[src/verilog/gst_pkg.sv]
// package: constants and types for the gated sixteen-bit timer core
// Operation
// - sixteen-bit up-counter read as two bytes
// - byte writes replace live counter part
// - fosc/4 source counts once per instruction cycle, fosc source every clock
// - external source counts each rising edge once armed by a low level
// - run off stops; gate enable qualifies counting
// - selectable gate sources with configurable polarity
// - overflow wakes only in async external mode
// - clock select picks fosc, fosc/4, cap, external
// - prescaler 1/2/4/8, cleared by count writes
// - gated count only while gate matches polarity
// - gate source select: pin, tmr0, cmp1, cmp2
package gst_pkg;
  // ----------------------------------------------------------------
  // widths and encodings
  // ----------------------------------------------------------------
  localparam int COUNT_WIDTH = 16;
  localparam int BYTE_WIDTH  = 8;
  localparam logic [1:0] CS_INSTR = 2'h0;  // fosc/4
  localparam logic [1:0] CS_SYS   = 2'h1;  // fosc
  localparam logic [1:0] CS_EXT   = 2'h2;  // pin or crystal
  localparam logic [1:0] CS_CAP   = 2'h3;  // cap sensing osc
  localparam logic [1:0] GS_PIN   = 2'h0;
  localparam logic [1:0] GS_TMR0  = 2'h1;
  localparam logic [1:0] GS_CMP1  = 2'h2;
  localparam logic [1:0] GS_CMP2  = 2'h3;
  localparam logic [1:0] INSTR_DIV_LAST = 2'h3;  // four system clocks per instruction
  localparam logic [COUNT_WIDTH-1:0] COUNT_RESET = 16'h0000;
  localparam logic [COUNT_WIDTH-1:0] COUNT_ALL_ONES = 16'hFFFF;
  localparam logic [2:0] PRESCALE_RESET = 3'h0;
  // edge tracking state of the external count input
  typedef enum logic [1:0] {
    GST_ARM_WAIT = 2'b01,  // waiting for a low level before first rise
    GST_ARM_READY = 2'b10  // a low level seen, rises count
  } gst_arm_t;
endpackage : gst_pkg

[src/verilog/gst_tick_if.sv]
// interface: tick and clear between the core and its prescaler
`timescale 1ns/10ps
`default_nettype none
interface gst_tick_if;
  logic       tick_in;   // qualified source tick
  logic       clear;     // prescaler clear on count write
  logic [1:0] ratio;     // prescale_select
  logic       tick_out;  // divided tick into counter
  modport core (output tick_in, output clear, output ratio, input tick_out);
  modport pre  (input tick_in, input clear, input ratio, output tick_out);
endinterface : gst_tick_if
`default_nettype wire

[src/verilog/gst_prescaler.sv]
// module: 1/2/4/8 prescaler in front of the counter
`timescale 1ns/10ps
`default_nettype none
module gst_prescaler
  import gst_pkg::*;
(
  // clock and reset
  input  wire logic clk,
  input  wire logic srst,
  // link to the core
  gst_tick_if.pre   tk
);
  // ----------------------------------------------------------------
  // prescale counter (not visible to software)
  // ----------------------------------------------------------------
  logic [2:0] pcount;  // free prescale count
  logic [2:0] mask;    // bits that must be all ones to pass a tick

  // mask from ratio: 1->000, 2->001, 4->011, 8->111
  always_comb begin
    case (tk.ratio)
      2'h0:    mask = 3'h0;
      2'h1:    mask = 3'h1;
      2'h2:    mask = 3'h3;
      default: mask = 3'h7;
    endcase
  end

  // tick passes when the selected low bits are all ones
  assign tk.tick_out = tk.tick_in && ((pcount & mask) == mask);

  // counter advances per input tick, clears on count writes
  always_ff @(posedge clk) begin
    if (srst || tk.clear) begin
      pcount <= PRESCALE_RESET;
    end else if (tk.tick_in) begin
      pcount <= pcount + 3'h1;
    end
  end
endmodule : gst_prescaler
`default_nettype wire

[src/verilog/gst_timer_core.sv]
// module: gated sixteen-bit timer core top level
`timescale 1ns/10ps
`default_nettype none
module gst_timer_core
  import gst_pkg::*;
#(
  parameter int CW = COUNT_WIDTH
) (
  // clock and reset
  input  wire logic                  clk,
  input  wire logic                  srst,
  // software count access
  input  wire logic                  count_high_byte_we,
  input  wire logic                  count_low_byte_we,
  input  wire logic [BYTE_WIDTH-1:0] count_wdata,
  output logic      [BYTE_WIDTH-1:0] count_high_byte,
  output logic      [BYTE_WIDTH-1:0] count_low_byte,
  // counter_control bits
  input  wire logic                  counter_run,
  input  wire logic [1:0]            count_clock_select,
  input  wire logic                  crystal_osc_enable,
  input  wire logic [1:0]            prescale_select,
  input  wire logic                  async_mode,
  // gate_control bits
  input  wire logic                  gate_count_enable,
  input  wire logic                  gate_polarity,
  input  wire logic [1:0]            gate_source_select,
  output logic                       gate_value,
  // external sources
  input  wire logic                  external_count_pin,
  input  wire logic                  crystal_osc_clk,
  input  wire logic                  cap_sense_osc,
  input  wire logic                  gate_input_pin,
  input  wire logic                  tmr0_overflow,
  input  wire logic                  first_comparator_out,
  input  wire logic                  second_comparator_out,
  // flags and events
  input  wire logic                  overflow_clear,
  input  wire logic                  overflow_int_enable,
  input  wire logic                  gate_event_clear,
  input  wire logic                  sleep_mode,
  output logic                       overflow_flag,
  output logic                       overflow_irq,
  output logic                       gate_event_flag,
  output logic                       wake_request
);
  // ----------------------------------------------------------------
  // synchronisers for pin-side inputs
  // ----------------------------------------------------------------
  localparam int NSYNC = 6;
  logic [NSYNC-1:0] raw_in;    // asynchronous sources
  logic [NSYNC-1:0] s1, s2, s3;  // three-stage chains
  logic [NSYNC-1:0] clean;     // settled level, changes when s2 and s3 agree
  assign raw_in = {second_comparator_out, first_comparator_out, gate_input_pin,
                   cap_sense_osc, crystal_osc_clk, external_count_pin};

  // s1 is read only by s2
  always_ff @(posedge clk) begin
    if (srst) begin
      s1 <= '0;
      s2 <= '0;
      s3 <= '0;
    end else begin
      s1 <= raw_in;
      s2 <= s1;
      s3 <= s2;
    end
  end

  // accept a new level only once the last two stages agree
  genvar gi;
  generate
    for (gi = 0; gi < NSYNC; gi++) begin : g_clean
      always_ff @(posedge clk) begin
        if (srst) begin
          clean[gi] <= 1'b0;
        end else if (s2[gi] == s3[gi]) begin
          clean[gi] <= s3[gi];
        end
      end
    end
  endgenerate

  // ----------------------------------------------------------------
  // gate selection and status
  // ----------------------------------------------------------------
  logic gate_src;      // selected gate source
  logic gate_open;     // source matches polarity
  logic gate_open_d;   // previous value, for event detection

  always_comb begin
    case (gate_source_select)
      GS_PIN:  gate_src = clean[3];
      GS_TMR0: gate_src = tmr0_overflow;  // same-clock pulse, no sync
      GS_CMP1: gate_src = clean[4];
      GS_CMP2: gate_src = clean[5];
      default: gate_src = 1'b0;
    endcase
  end
  assign gate_open = (gate_src == gate_polarity);

  // gate value status is registered
  always_ff @(posedge clk) begin
    if (srst) begin
      gate_value  <= 1'b0;
      gate_open_d <= 1'b0;
    end else begin
      gate_value  <= gate_src;
      gate_open_d <= gate_open;
    end
  end

  // gate event: gate closes while gating is in use; set beats clear
  always_ff @(posedge clk) begin
    if (srst) begin
      gate_event_flag <= 1'b0;
    end else if (counter_run && gate_count_enable && gate_open_d && !gate_open) begin
      gate_event_flag <= 1'b1;
    end else if (gate_event_clear) begin
      gate_event_flag <= 1'b0;
    end
  end

  // ----------------------------------------------------------------
  // enable and source tick
  // ----------------------------------------------------------------
  logic count_enable;  // run and gate combined
  always_comb begin
    if (!counter_run) begin
      count_enable = 1'b0;
    end else if (!gate_count_enable) begin
      count_enable = 1'b1;
    end else begin
      count_enable = gate_open;
    end
  end

  // instruction-cycle divider, four system clocks each
  logic [1:0] instr_div;
  always_ff @(posedge clk) begin
    if (srst) begin
      instr_div <= 2'h0;
    end else begin
      instr_div <= instr_div + 2'h1;
    end
  end

  // external edge source and its arming state
  logic     ext_level;    // chosen external level
  logic     ext_level_d;  // previous sample
  gst_arm_t arm;          // low level needed before the first rise
  logic     count_write;  // either byte written
  assign ext_level   = crystal_osc_enable ? clean[1] : clean[0];
  assign count_write = count_high_byte_we || count_low_byte_we;

  always_ff @(posedge clk) begin
    if (srst) begin
      ext_level_d <= 1'b0;
    end else begin
      ext_level_d <= (count_clock_select == CS_CAP) ? clean[2] : ext_level;
    end
  end

  // the first rise after a write or while stopped must follow a low level
  always_ff @(posedge clk) begin
    if (srst || count_write || !counter_run) begin
      arm <= GST_ARM_WAIT;
    end else begin
      case (arm)
        GST_ARM_WAIT:  arm <= ext_level_d ? GST_ARM_WAIT : GST_ARM_READY;
        GST_ARM_READY: arm <= GST_ARM_READY;
        default:       arm <= GST_ARM_WAIT;
      endcase
    end
  end

  logic cur_ext;     // current external level by selection
  logic ext_rise;    // armed rising edge
  logic src_tick;    // raw tick before prescaling
  assign cur_ext  = (count_clock_select == CS_CAP) ? clean[2] : ext_level;
  assign ext_rise = cur_ext && !ext_level_d && (arm == GST_ARM_READY);

  always_comb begin
    case (count_clock_select)
      CS_INSTR: src_tick = (instr_div == INSTR_DIV_LAST);
      CS_SYS:   src_tick = 1'b1;
      CS_EXT:   src_tick = ext_rise;
      CS_CAP:   src_tick = ext_rise;
      default:  src_tick = 1'b0;
    endcase
  end

  // ----------------------------------------------------------------
  // prescaler
  // ----------------------------------------------------------------
  gst_tick_if tk ();
  assign tk.tick_in = src_tick && count_enable;
  assign tk.clear   = count_write;
  assign tk.ratio   = prescale_select;

  gst_prescaler u_pre (
    .clk  (clk),
    .srst (srst),
    .tk   (tk)
  );

  // ----------------------------------------------------------------
  // counter with byte write access
  // ----------------------------------------------------------------
  logic [CW-1:0] count;       // live count
  logic [CW-1:0] next_count;
  logic          wrap;        // increment from all ones
  assign wrap = tk.tick_out && (count == COUNT_ALL_ONES[CW-1:0]);

  always_comb begin
    next_count = count;
    if (tk.tick_out) begin
      next_count = count + {{(CW-1){1'b0}}, 1'b1};
    end
    if (count_high_byte_we) begin
      next_count[CW-1 -: BYTE_WIDTH] = count_wdata;
    end
    if (count_low_byte_we) begin
      next_count[BYTE_WIDTH-1:0] = count_wdata;
    end
  end

  always_ff @(posedge clk) begin
    if (srst) begin
      count <= COUNT_RESET[CW-1:0];
    end else begin
      count <= next_count;
    end
  end
  assign count_high_byte = count[CW-1 -: BYTE_WIDTH];
  assign count_low_byte  = count[BYTE_WIDTH-1:0];

  // ----------------------------------------------------------------
  // overflow flag, interrupt and wake
  // ----------------------------------------------------------------
  // a wrap in the clear cycle keeps the flag set
  always_ff @(posedge clk) begin
    if (srst) begin
      overflow_flag <= 1'b0;
    end else if (wrap && !count_write) begin
      overflow_flag <= 1'b1;
    end else if (overflow_clear) begin
      overflow_flag <= 1'b0;
    end
  end
  assign overflow_irq = overflow_flag && overflow_int_enable;

  // wake only from asynchronous external counting
  always_ff @(posedge clk) begin
    if (srst) begin
      wake_request <= 1'b0;
    end else begin
      wake_request <= sleep_mode && overflow_irq && async_mode
                      && (count_clock_select == CS_EXT);
    end
  end
endmodule : gst_timer_core
`default_nettype wire

[config.mk]
export PLATFORM = sky130hd
export DESIGN_NAME = gst_timer_core
export DESIGN_NICKNAME = d
export VERILOG_FILES = /design/src/verilog/gst_pkg.sv /design/src/verilog/gst_tick_if.sv /design/src/verilog/gst_prescaler.sv /design/src/verilog/gst_timer_core.sv
export SDC_FILE = /design/constraint.sdc
export NUM_CORES = 1
export LEC_CHECK = 0
export ABC_AREA = 1
export ABC_CLOCK_PERIOD_IN_PS = 1340
export BUFFER_PORTS_ARGS = -buffer_cell sky130_fd_sc_hd__buf_2
export CAP_MARGIN = 20
export CORE_MARGIN = 2
export CORE_UTILIZATION = 35
export CTS_BUF_LIST = sky130_fd_sc_hd__clkbuf_4 sky130_fd_sc_hd__clkbuf_8
export DETAILED_ROUTE_END_ITERATION = 8
export PLACE_DENSITY = 0.62
export SLEW_MARGIN = 40
export SYNTH_ARGS = -nofsm -noshare
export SYNTH_HDL_FRONTEND = slang
export SYNTH_SLANG_ARGS = --single-unit
[constraint.sdc]
create_clock -name clk -period 1.34 [get_ports clk]
set_input_delay 0.067 -clock clk [delete_from_list [all_inputs] [get_ports clk]]
set_output_delay 0.067 -clock clk [all_outputs]
set_load 0.02 [all_outputs]
==> run metrics, run 1 <==
I/O Buffers=54; Vias=between 2k and 2.5k; die height=90.2 um; # rows=31; total track usage=0.155; maximum capacitance violations=0; Tcrit/Tclk final=1.13; largest net degree at the start of global routing=43; drt drc=0; Synth Flop Type=dfxtp_1; # nets final=495; CTS Root Cell=clkbuf_8; hold_ws=6.81 ps; WL/cell=around 11 um; Worst Path Max Fanout=3; footprint of the multi-input gates=about 1400 um2; Synthesized Nets=393; vias per inst=between 4 and 5; fraction of layout cells with a size suffix above 1=0.359; placed wire-length estimate=approximately 4600 um; worst path cell trace=inv_2, ha_4, nand2_2, nor2_2, nand3_2, a21oi_4, buf_4, buf_6, nand2_2, or2_0, a21oi_1; YS warnings=0; CP arrival=1760 ps; Initial Utilization=0.360; worst path buffer plus inverter count=3; die area=8130 um2; setup total negative slack=-2630 ps; post-placement cell area=3280 um2; Fmax=~660 MHz; leakage=1.59 nW; I/O pin total=between 50 and 60; cell with the most instances after synthesis=nand2_1; CP startpoint=arm[0]$_SDFF_PP1_; power density cells=~900 nW/um2; worst hold path class=primary input to flop; cell taking the most area after synthesis=dfxtp_1; n_diodes=0; largest stage delay on the critical path=approximately 340 ps; Final WS setup=-170 ps; Max Slew Vio Count=0; CTS Buf Count=5; Yosys top cell area share=0.408; Setup Skew=between 8 and 9 ps; Design Area, Final=3570 um2; critical path's top delay family=simple AND/OR/NAND/NOR gates; critical path startpoint category=flop; Post-Layout Cell Count=approximately 560; CTS tree=yes; die span in x=90.2 um; via count of the first global-routing pass=2,347; GPL Wtd Cong=between 0.8 and 0.9; Routed Antenna Nets=0; drt pass-1 iters=4; clk sinks=53; async set-reset flop share out of synthesis=0; WL final=slightly above 6000 um; Total Power=3.15 mW; Worst Setup Path Type=flop to flop; Slew HR=0.647; synth top area cells=dfxtp_1 (41%), nand2_1 (12%), inv_1 (6.2%); peak supply drop=between 0.0004 and 0.0005 V; Slew @ Worst Pin=approximately 530 ps; Clock Path Buffers=2; CP endpoint kind=flop; total grt overflow=0; setup violators final=20; FF+latch area=1070 um2; sequential element share of the synthesized area=0.408; Layout area overhead=37.4%; Syn Inst Count=approximately 350; Post-synth EDFFs=0; Placeable Area=about 7200 um2; status=complete, but fails checks; CP most frequent cell=nand2_2; min-delay src=gate_event_clear; latest clock arrival within the worst-skew pair=around 310 ps; failing checks=setup timing; post-synth cell types=33; Yosys reg bits=53; RR Startpoint=arm[0]$_SDFF_PP1_; number of hold violations in the final report=0; CP required=approximately 1600 ps; mean area per synthesized cell=7.34 um2; first-pass GRT wire length=approximately 11,000 um; Cell Area, Synth=around 2600 um2; min Tclk post-route=around 1500 ps; Inst Count DP=approximately 540; # fillers=between 700 and 800; DRT iter0 DRCs=between 60 and 70; Worst-path clk slew=around 100 ps; RSZ-0062 raised after global routing=yes; slowest CP cell=dfxtp_2; CTS H-tree lvls=2; most frequent cells after synthesis=nand2_1 (85), dfxtp_1 (53), inv_1 (43); initial antenna violation count=0
layout by cell type, fill, tap and decap left out, types with 7 or more instances in the layout:
cell / instances
nand2_1: 79
dfxtp_1: 49
nand2_2: 7
buf_2: 54
o21ai_0: 15
a21oi_1: 18
dlygate4sd3_1: 10
buf_4: 38
nor2_1: 42
nand3_2: 20
inv_1: 42
a21oi_2: 12
nand3_1: 15
report_power, final:
| part | leakage [nW] | total (mW) | internal (mW) | switching [mW] |
|---|---|---|---|---|
| clock network | 0.0478 | 0.980 | 0.427 | 0.553 |
| logic | 1.10 | 0.502 | 0.221 | 0.281 |
| registers | 0.435 | 1.67 | 1.63 | 0.0397 |
| total | 1.59 | 3.15 | 2.28 | 0.874 |
timing repair:
item / 4_1_cts / 5_1_grt
endpoints found under the setup margin: 20 / 20
gates resized for setup: 7 / 12
hold buffers: 10 / 0
pin swaps: 5 / 5
cloned: 0 / 0
endpoints found under the hold margin: 8 / 0
setup buffers: 0 / 3
per-stage QoR:
stage	worst slack, ps	util
CTS	-150	0.485
global placement	-179	0.455
detailed placement	-200	0.455
global route	-266	0.495
floorplan	-147	-
finish	-170	0.495
worst paths after layout:
kind,to,slack (ps),depth (start not counted)
worst min-delay path,gate_event_flag$_SDFFE_PP0P_,7,4
worst max register to register,u_pre.pcount[0]$_SDFFE_PP0P_,-170,11
worst min register to register,s2[1]$_SDFF_PP0_,410,2
worst max-delay path,u_pre.pcount[0]$_SDFFE_PP0P_,-170,11
flip-flops by register name, summed over array words and instances, names as in the netlist:
name,flops
arm,2
clean,6
count,16
ext_level_d,1
gate_event_flag,1
gate_open_d,1
gate_value,1
instr_div,2
overflow_flag,1
s1,6
s2,6
s3,6
u_pre.pcount,3
wake_request,1
kinds of logic (layout without fill, tap and decap cells):
kind of cell	after synthesis	after routing	share of synthesized area
xor+xnor	2	2	0.00674
flops	53	53	0.408
compound gates	58	58	0.137
simple gates	180	180	0.339
fa+ha+maj	5	5	0.0241
buf+inv	56	159	0.0857
layer usage:
layer / global-route usage / share of wire / wire length [um] / up-vias
li1: - / - / - / 1335
met1: 0.191 / 0.47 / 2910 / 1118
met2: 0.277 / 0.49 / 3050 / 30
met3: 0.0226 / 0.019 / 120 / 11
met4: 0.0487 / 0.018 / 111 / 0
met5: 0 / 0 / 0 / -
cell type report:
cell class / count / share of cell area
Clock buffer: 6 / 0.0231
Clock inverter: 2 / 0.00455
Inverter: 46 / 0.0483
Multi-Input combinational cell: 245 / 0.394
Sequential cell: 53 / 0.300
Tap cell: 99 / 0.0347
Timing Repair Buffer: 105 / 0.195
worst reg2reg max path, stage by stage (launching register included):
cell	delay [ps]
dfxtp_2	340
inv_2	60
ha_4	120
nand2_2	40
nor2_2	80
nand3_2	80
a21oi_4	160
buf_4	130
buf_6	90
nand2_2	50
or2_0	190
a21oi_1	110
No activity file was read; power rests on OpenSTA's default activity.
==> inputs of run 2 (changes only) <==
--- a/config.mk
+++ b/config.mk
@@ -13,6 +13,7 @@
 export CORE_UTILIZATION = 35
 export CTS_BUF_LIST = sky130_fd_sc_hd__clkbuf_4 sky130_fd_sc_hd__clkbuf_8
 export DETAILED_ROUTE_END_ITERATION = 8
+export MAX_ROUTING_LAYER = met4
 export PLACE_DENSITY = 0.62
 export SLEW_MARGIN = 40
 export SYNTH_ARGS = -nofsm -noshare
==> run 2 against run 1 <==
The flow still finishes with violations (setup timing); global-route usage up 0.63 points; design area rose by 0.42%; worst hold slack gained 2.3 ps; sequential cell count unchanged; clock-buffer cell count fell by 1; critical endpoint is now count[4]$_SDFFE_PP0P_.
==> run metrics, run 2 (same netlist as run 1, synthesis figures left out) <==
min-delay src=gate_event_clear; most common cell after layout, fill and taps aside=nand2_1; CP arrival=about 1700 ps; Max Slew Vio Count=0; Slew @ Worst Pin=slightly above 500 ps; die span in x=~90 um; WL final=just over 6000 um; drt drc=0; Largest register FFs=16; Initial Utilization=0.360; setup violators final=19; Setup Skew=10.7 ps; critical path startpoint category=flop; status=complete, but fails checks; largest stage delay on the critical path=roughly 340 ps; Design Area, Final=approximately 3600 um2; via count of the first global-routing pass=between 2k and 2.5k; GPL Wtd Cong=slightly below 0.9; worst hold path class=primary input to flop; maximum capacitance violations=0; worst path cell trace=inv_2, ha_4, nand2_2, nor2_2, nand3_2, a21oi_4, nand3_4, buf_12, nand3_1, a21oi_1; Fmax=between 600 and 700 MHz; latest clock arrival within the worst-skew pair=between 300 and 400 ps; Routed Antenna Nets=0; Slew HR=0.662; Worst-path clk slew=roughly 110 ps; Vias=between 2k and 3k; Placeable Area=a little over 7000 um2; die area=between 8000 and 9000 um2; largest reg by FF count=count; # rows=31; Util after Layout=0.497; CTS H-tree lvls=2; placed wire-length estimate=approximately 4600 um; post-placement cell area=between 3000 and 4000 um2; total grt overflow=0; worst path buffer plus inverter count=2; initial antenna violation count=0; CP required=around 1500 ps; Final WS setup=-162 ps; drt pass-1 iters=4; I/O Buffers=54; die height=90.2 um; DRT iter0 DRCs=78; largest net degree at the start of global routing=43; reg2reg path depth=10; fraction of layout cells with a size suffix above 1=0.361; vias per inst=between 4 and 5; WP depth=10; setup total negative slack=-2620 ps; hold path cells=4; Clock Path Buffers=2; CP endpoint kind=flop; n_diodes=0; Tcrit/Tclk final=1.12; RSZ-0062 raised after global routing=yes; critical path's top delay family=simple AND/OR/NAND/NOR gates; failing checks=setup timing; min Tclk post-route=~1500 ps; peak supply drop=0.000436 V; CTS tree=yes; pre-CTS setup slack=-230 ps; Worst Setup Path Type=flop to flop; first-pass GRT wire length=10,600 um; CP startpoint=arm[0]$_SDFF_PP1_; CTS Buf Count=5; Layout area overhead=38.0%; # nets final=492; WL/cell=~11 um; I/O pin total=55; number of hold violations in the final report=0; Worst Path Max Fanout=7; CTS Root Cell=clkbuf_8; power density cells=between 900 and 1000 nW/um2; clk sinks=53; slowest CP cell=dfxtp_2; most frequent cells in the layout=nand2_1 (79), buf_2 (54), dfxtp_1 (48); leakage=between 1.5 and 2 nW; RR Startpoint=arm[0]$_SDFF_PP1_; total track usage=0.161; hold_ws=~9 ps
-- run 2: cell types whose count changed in the layout (fill, tap and decap cells not counted), sizes merged --
cell | previous run | this run
clkbuf | 6 | 5
clkinv | 0 | 1
bufinv | 0 | 1
dlygate4sd3 | 10 | 9
buf | 95 | 93
clkinvlp | 1 | 0
-- run 2: worst paths after layout --
path                                  end  slack [ps]
max                 count[4]$_SDFFE_PP0P_        -160
min          gate_event_flag$_SDFFE_PP0P_           9
max reg2reg         count[4]$_SDFFE_PP0P_        -160
min reg2reg              s2[2]$_SDFF_PP0_         410
-- run 2: worst register-to-register path, cell delays in order (launching register included) --
cell     delay, ps
dfxtp_2        340
inv_2           60
ha_4           120
nand2_2         40
nor2_2          80
nand3_2         80
a21oi_4        170
nand3_4        160
buf_12         200
nand3_1         60
a21oi_1         60
-- run 2: stage by stage --
| stage | total power [mW] | cells |
|---|---|---|
| 2_1_floorplan | 1.97 | 354 |
| 3_3_place_gp | 2.16 | 534 |
| 3_5_place_dp | 2.17 | 534 |
| 4_1_cts | 3.35 | 552 |
| 5_1_grt | 3.48 | 553 |
| 6_report | 3.32 | 553 |
-- run 2: cell type report --
class | instances | area, um2
multi-input cells | 245 | 1410
repair buffers | 102 | 686
flip-flops and latches | 53 | 1070
inverters | 46 | 173
well taps | 99 | 124
clock buffers | 5 | 68.8
fillers | 726 | 3630
clock inverters | 3 | 50.0
-- run 2: timing repair --
item                       CTS  global route
gates resized for setup      9            13
hold endpoints to repair     8             0
setup endpoints to repair   20            21
buffers inserted             1             1
hold buffers                 9             0
pin swaps                    8             0
-- run 2: report_power, final --
group	switching [mW]	total, mW	leakage [nW]	internal [mW]
registers	0.0410	1.67	0.435	1.63
clock network	0.580	1.15	0.0603	0.574
logic	0.279	0.495	1.10	0.217
total	0.900	3.32	1.59	2.42
-- run 2: metal layers --
| layer | routed length, um | vias to the layer above | global-route usage |
|---|---|---|---|
| met3 | 193 | 14 | 0.0302 |
| met4 | 142 | 0 | 0.0679 |
| met5 | 0 | - | - |
| met2 | 2970 | 45 | 0.266 |
| met1 | 2880 | 1122 | 0.193 |
| li1 | - | 1330 | - |
==> inputs of run 3 (changes only) <==
--- a/config.mk
+++ b/config.mk
@@ -5,7 +5,6 @@
 export SDC_FILE = /design/constraint.sdc
 export NUM_CORES = 1
 export LEC_CHECK = 0
-export ABC_AREA = 1
 export ABC_CLOCK_PERIOD_IN_PS = 1340
 export BUFFER_PORTS_ARGS = -buffer_cell sky130_fd_sc_hd__buf_2
 export CAP_MARGIN = 20
==> constraint.sdc (replaced) <==
create_clock -name clk -period 1.34 [get_ports clk]
set_input_delay 0.134 -clock clk [delete_from_list [all_inputs] [get_ports clk]]
set_output_delay 0.134 -clock clk [all_outputs]
set_load 0.02 [all_outputs]
==> run 3 against run 2 <==
The run still ends with setup timing left; area after synthesis shrank 1.5%; clock power shrank 19%; highest routed layer unchanged; sequential share of layout area shrank 0.20 points; critical path depth shrank 1; first-iteration DRC count shrank 14%; largest cell class unchanged; utilization grew 0.43 points; critical endpoint unchanged; power shrank 4.9%; non-clock buffer count grew 15; sequential power is essentially flat.
==> run metrics, run 3 <==
Post-synth EDFFs=0; Max Slew Vio Count=0; CTS H-tree lvls=2; vias per inst=around 4.9; latest clock arrival within the worst-skew pair=a little over 300 ps; CTS Buf Count=5; worst hold path class=primary input to flop; first-pass GRT wire length=between 9000 and 10,000 um; GPL Wtd Cong=~0.84; hold_ws=about 37 ps; Final WS setup=-543 ps; fraction of layout cells with a size suffix above 1=0.419; Layout area overhead=40.5%; total grt overflow=0; async set-reset flop share out of synthesis=0; Slew @ Worst Pin=between 400 and 500 ps; cell taking the most area after synthesis=dfxtp_1; power density cells=around 880 nW/um2; setup violators final=21; met3 usage=0.0305; mean area per synthesized cell=about 9.5 um2; n_diodes=0; most common cell after layout, fill and taps aside=buf_4; initial antenna violation count=0; Slew HR=0.714; sequential element share of the synthesized area=0.414; Yosys top cell area share=0.414; CP required=around 1600 ps; DRT iter0 DRCs=between 60 and 70; number of hold violations in the final report=0; # rows=31; die area=approximately 8000 um2; Setup Skew=9.81 ps; post-synth cell types=48; met1 usage=0.217; status=complete, but fails checks; Yosys reg bits=53; synth top area cells=dfxtp_1 (41%), nor2b_1 (9.3%), and3_1 (4.4%); Worst Path Max Fanout=9; failing checks=setup timing; Vias=around 2.3k; I/O pin total=55; Placeable Area=between 7000 and 8000 um2; leakage=between 1.5 and 2 nW; cell with the most instances after synthesis=dfxtp_1; min Tclk post-route=between 1500 and 2000 ps; Tcrit/Tclk final=1.41; drt drc=0; Routed Antenna Nets=0; die height=about 90 um; RSZ-0062 raised after global routing=yes; total track usage=0.164; CP endpoint kind=flop; Initial Utilization=0.357; CTS tree=yes; YS warnings=0; Worst Setup Path Type=flop to flop; post-placement cell area=approximately 3400 um2; pre-CTS setup slack=-635 ps; most frequent cells after synthesis=dfxtp_1 (53), nor2b_1 (38), and3_1 (18); WL/cell=between 10 and 15 um; busiest grt layer=met2; Synth Flop Type=dfxtp_1; WL final=6320 um; peak supply drop=between 0.0004 and 0.0005 V; via count of the first global-routing pass=between 2k and 2.5k; CTS Root Cell=clkbuf_8; die span in x=roughly 90 um; Design Area, Final=approximately 3600 um2; # nets final=420; Worst-path clk slew=100 ps; Fmax=~530 MHz; Clock Path Buffers=2; placed wire-length estimate=~4600 um; largest reg by FF count=count; most frequent cells in the layout=buf_4 (59), buf_2 (54), dfxtp_1 (47); drt pass-1 iters=4; largest net degree at the start of global routing=33; maximum capacitance violations=0; clk sinks=53; I/O Buffers=54; Syn Inst Count=between 200 and 300; Cell Area, Synth=~2600 um2; critical path startpoint category=flop; Largest register FFs=16; Synthesized Nets=310; met2 Use GR=0.259; CP arrival=approximately 2100 ps
[run 3: power breakdown]
| part | internal (mW) | leakage [nW] | switching, mW |
|---|---|---|---|
| Sequential | 1.64 | 0.437 | 0.0341 |
| Combinational | 0.275 | 1.09 | 0.284 |
| Clock | 0.390 | 0.0408 | 0.536 |
[run 3: final timing paths]
kind / from / endpoint / slack (ps) / cells after the start
worst max-delay path: arm[0]$_SDFF_PP1_ / count[4]$_SDFFE_PP0P_ / -540 / 9
worst min-delay path: second_comparator_out / s1[5]$_SDFF_PP0_ / 40 / 2
worst max register to register: arm[0]$_SDFF_PP1_ / count[4]$_SDFFE_PP0P_ / -540 / 9
worst min register to register: instr_div[0]$_SDFF_PP0_ / instr_div[0]$_SDFF_PP0_ / 410 / 1
[run 3: worst max-delay path, cell delays in order, from the launching register on]
cell and delay, ps:
dfxtp_2 340, inv_2 50, ha_4 120, nand4b_1 100, a211o_1 280, a211oi_4 260
buf_12 170, buf_4 150, a311oi_1 100, a2111oi_2 210
[run 3: cells by family (layout without fill, tap and decap cells)]
| logic type | count (synthesis) | after routing | synth area share |
|---|---|---|---|
| compound gates | 52 | 52 | 0.185 |
| flops | 53 | 53 | 0.414 |
| xor+xnor | 2 | 2 | 0.00684 |
| mux | 7 | 7 | 0.0278 |
| fa+ha+maj | 5 | 5 | 0.0244 |
| buf+inv | 26 | 137 | 0.0454 |
| simple gates | 126 | 126 | 0.297 |
[run 3: layout make-up]
cell class / count / area, um2
Clock inverter: 2 / 15.0
Tap cell: 99 / 124
Multi-Input combinational cell: 192 / 1470
Clock buffer: 6 / 76.3
Sequential cell: 53 / 1070
Timing Repair Buffer: 117 / 798
Inverter: 12 / 45.0
Fill cell: 680 / 3580
[run 3: repair_timing]
item	4_1_cts	5_1_grt
endpoints found under the setup margin	21	21
resized for setup	9	8
setup buffers	3	1
gates cloned	0	1
pin swaps	3	0
hold buffers	0	0
[run 3: layer usage]
metal | up-vias | share of wire
li1 | 1208 | -
met1 | 1101 | 0.49
met2 | 35 | 0.47
met3 | 4 | 0.031
met4 | 0 | 0.0095
met5 | - | 0
[run 3: metrics by stage]
stage	instances	TNS (ps)	util	power, mW
6_report	481	-9650	0.501	3.16
5_1_grt	481	-11960	0.501	3.31
4_1_cts	479	-9650	0.493	3.18
3_5_place_dp	468	-10720	0.473	2.25
3_3_place_gp	468	-9710	0.473	2.24
2_1_floorplan	271	-8530	-	1.99
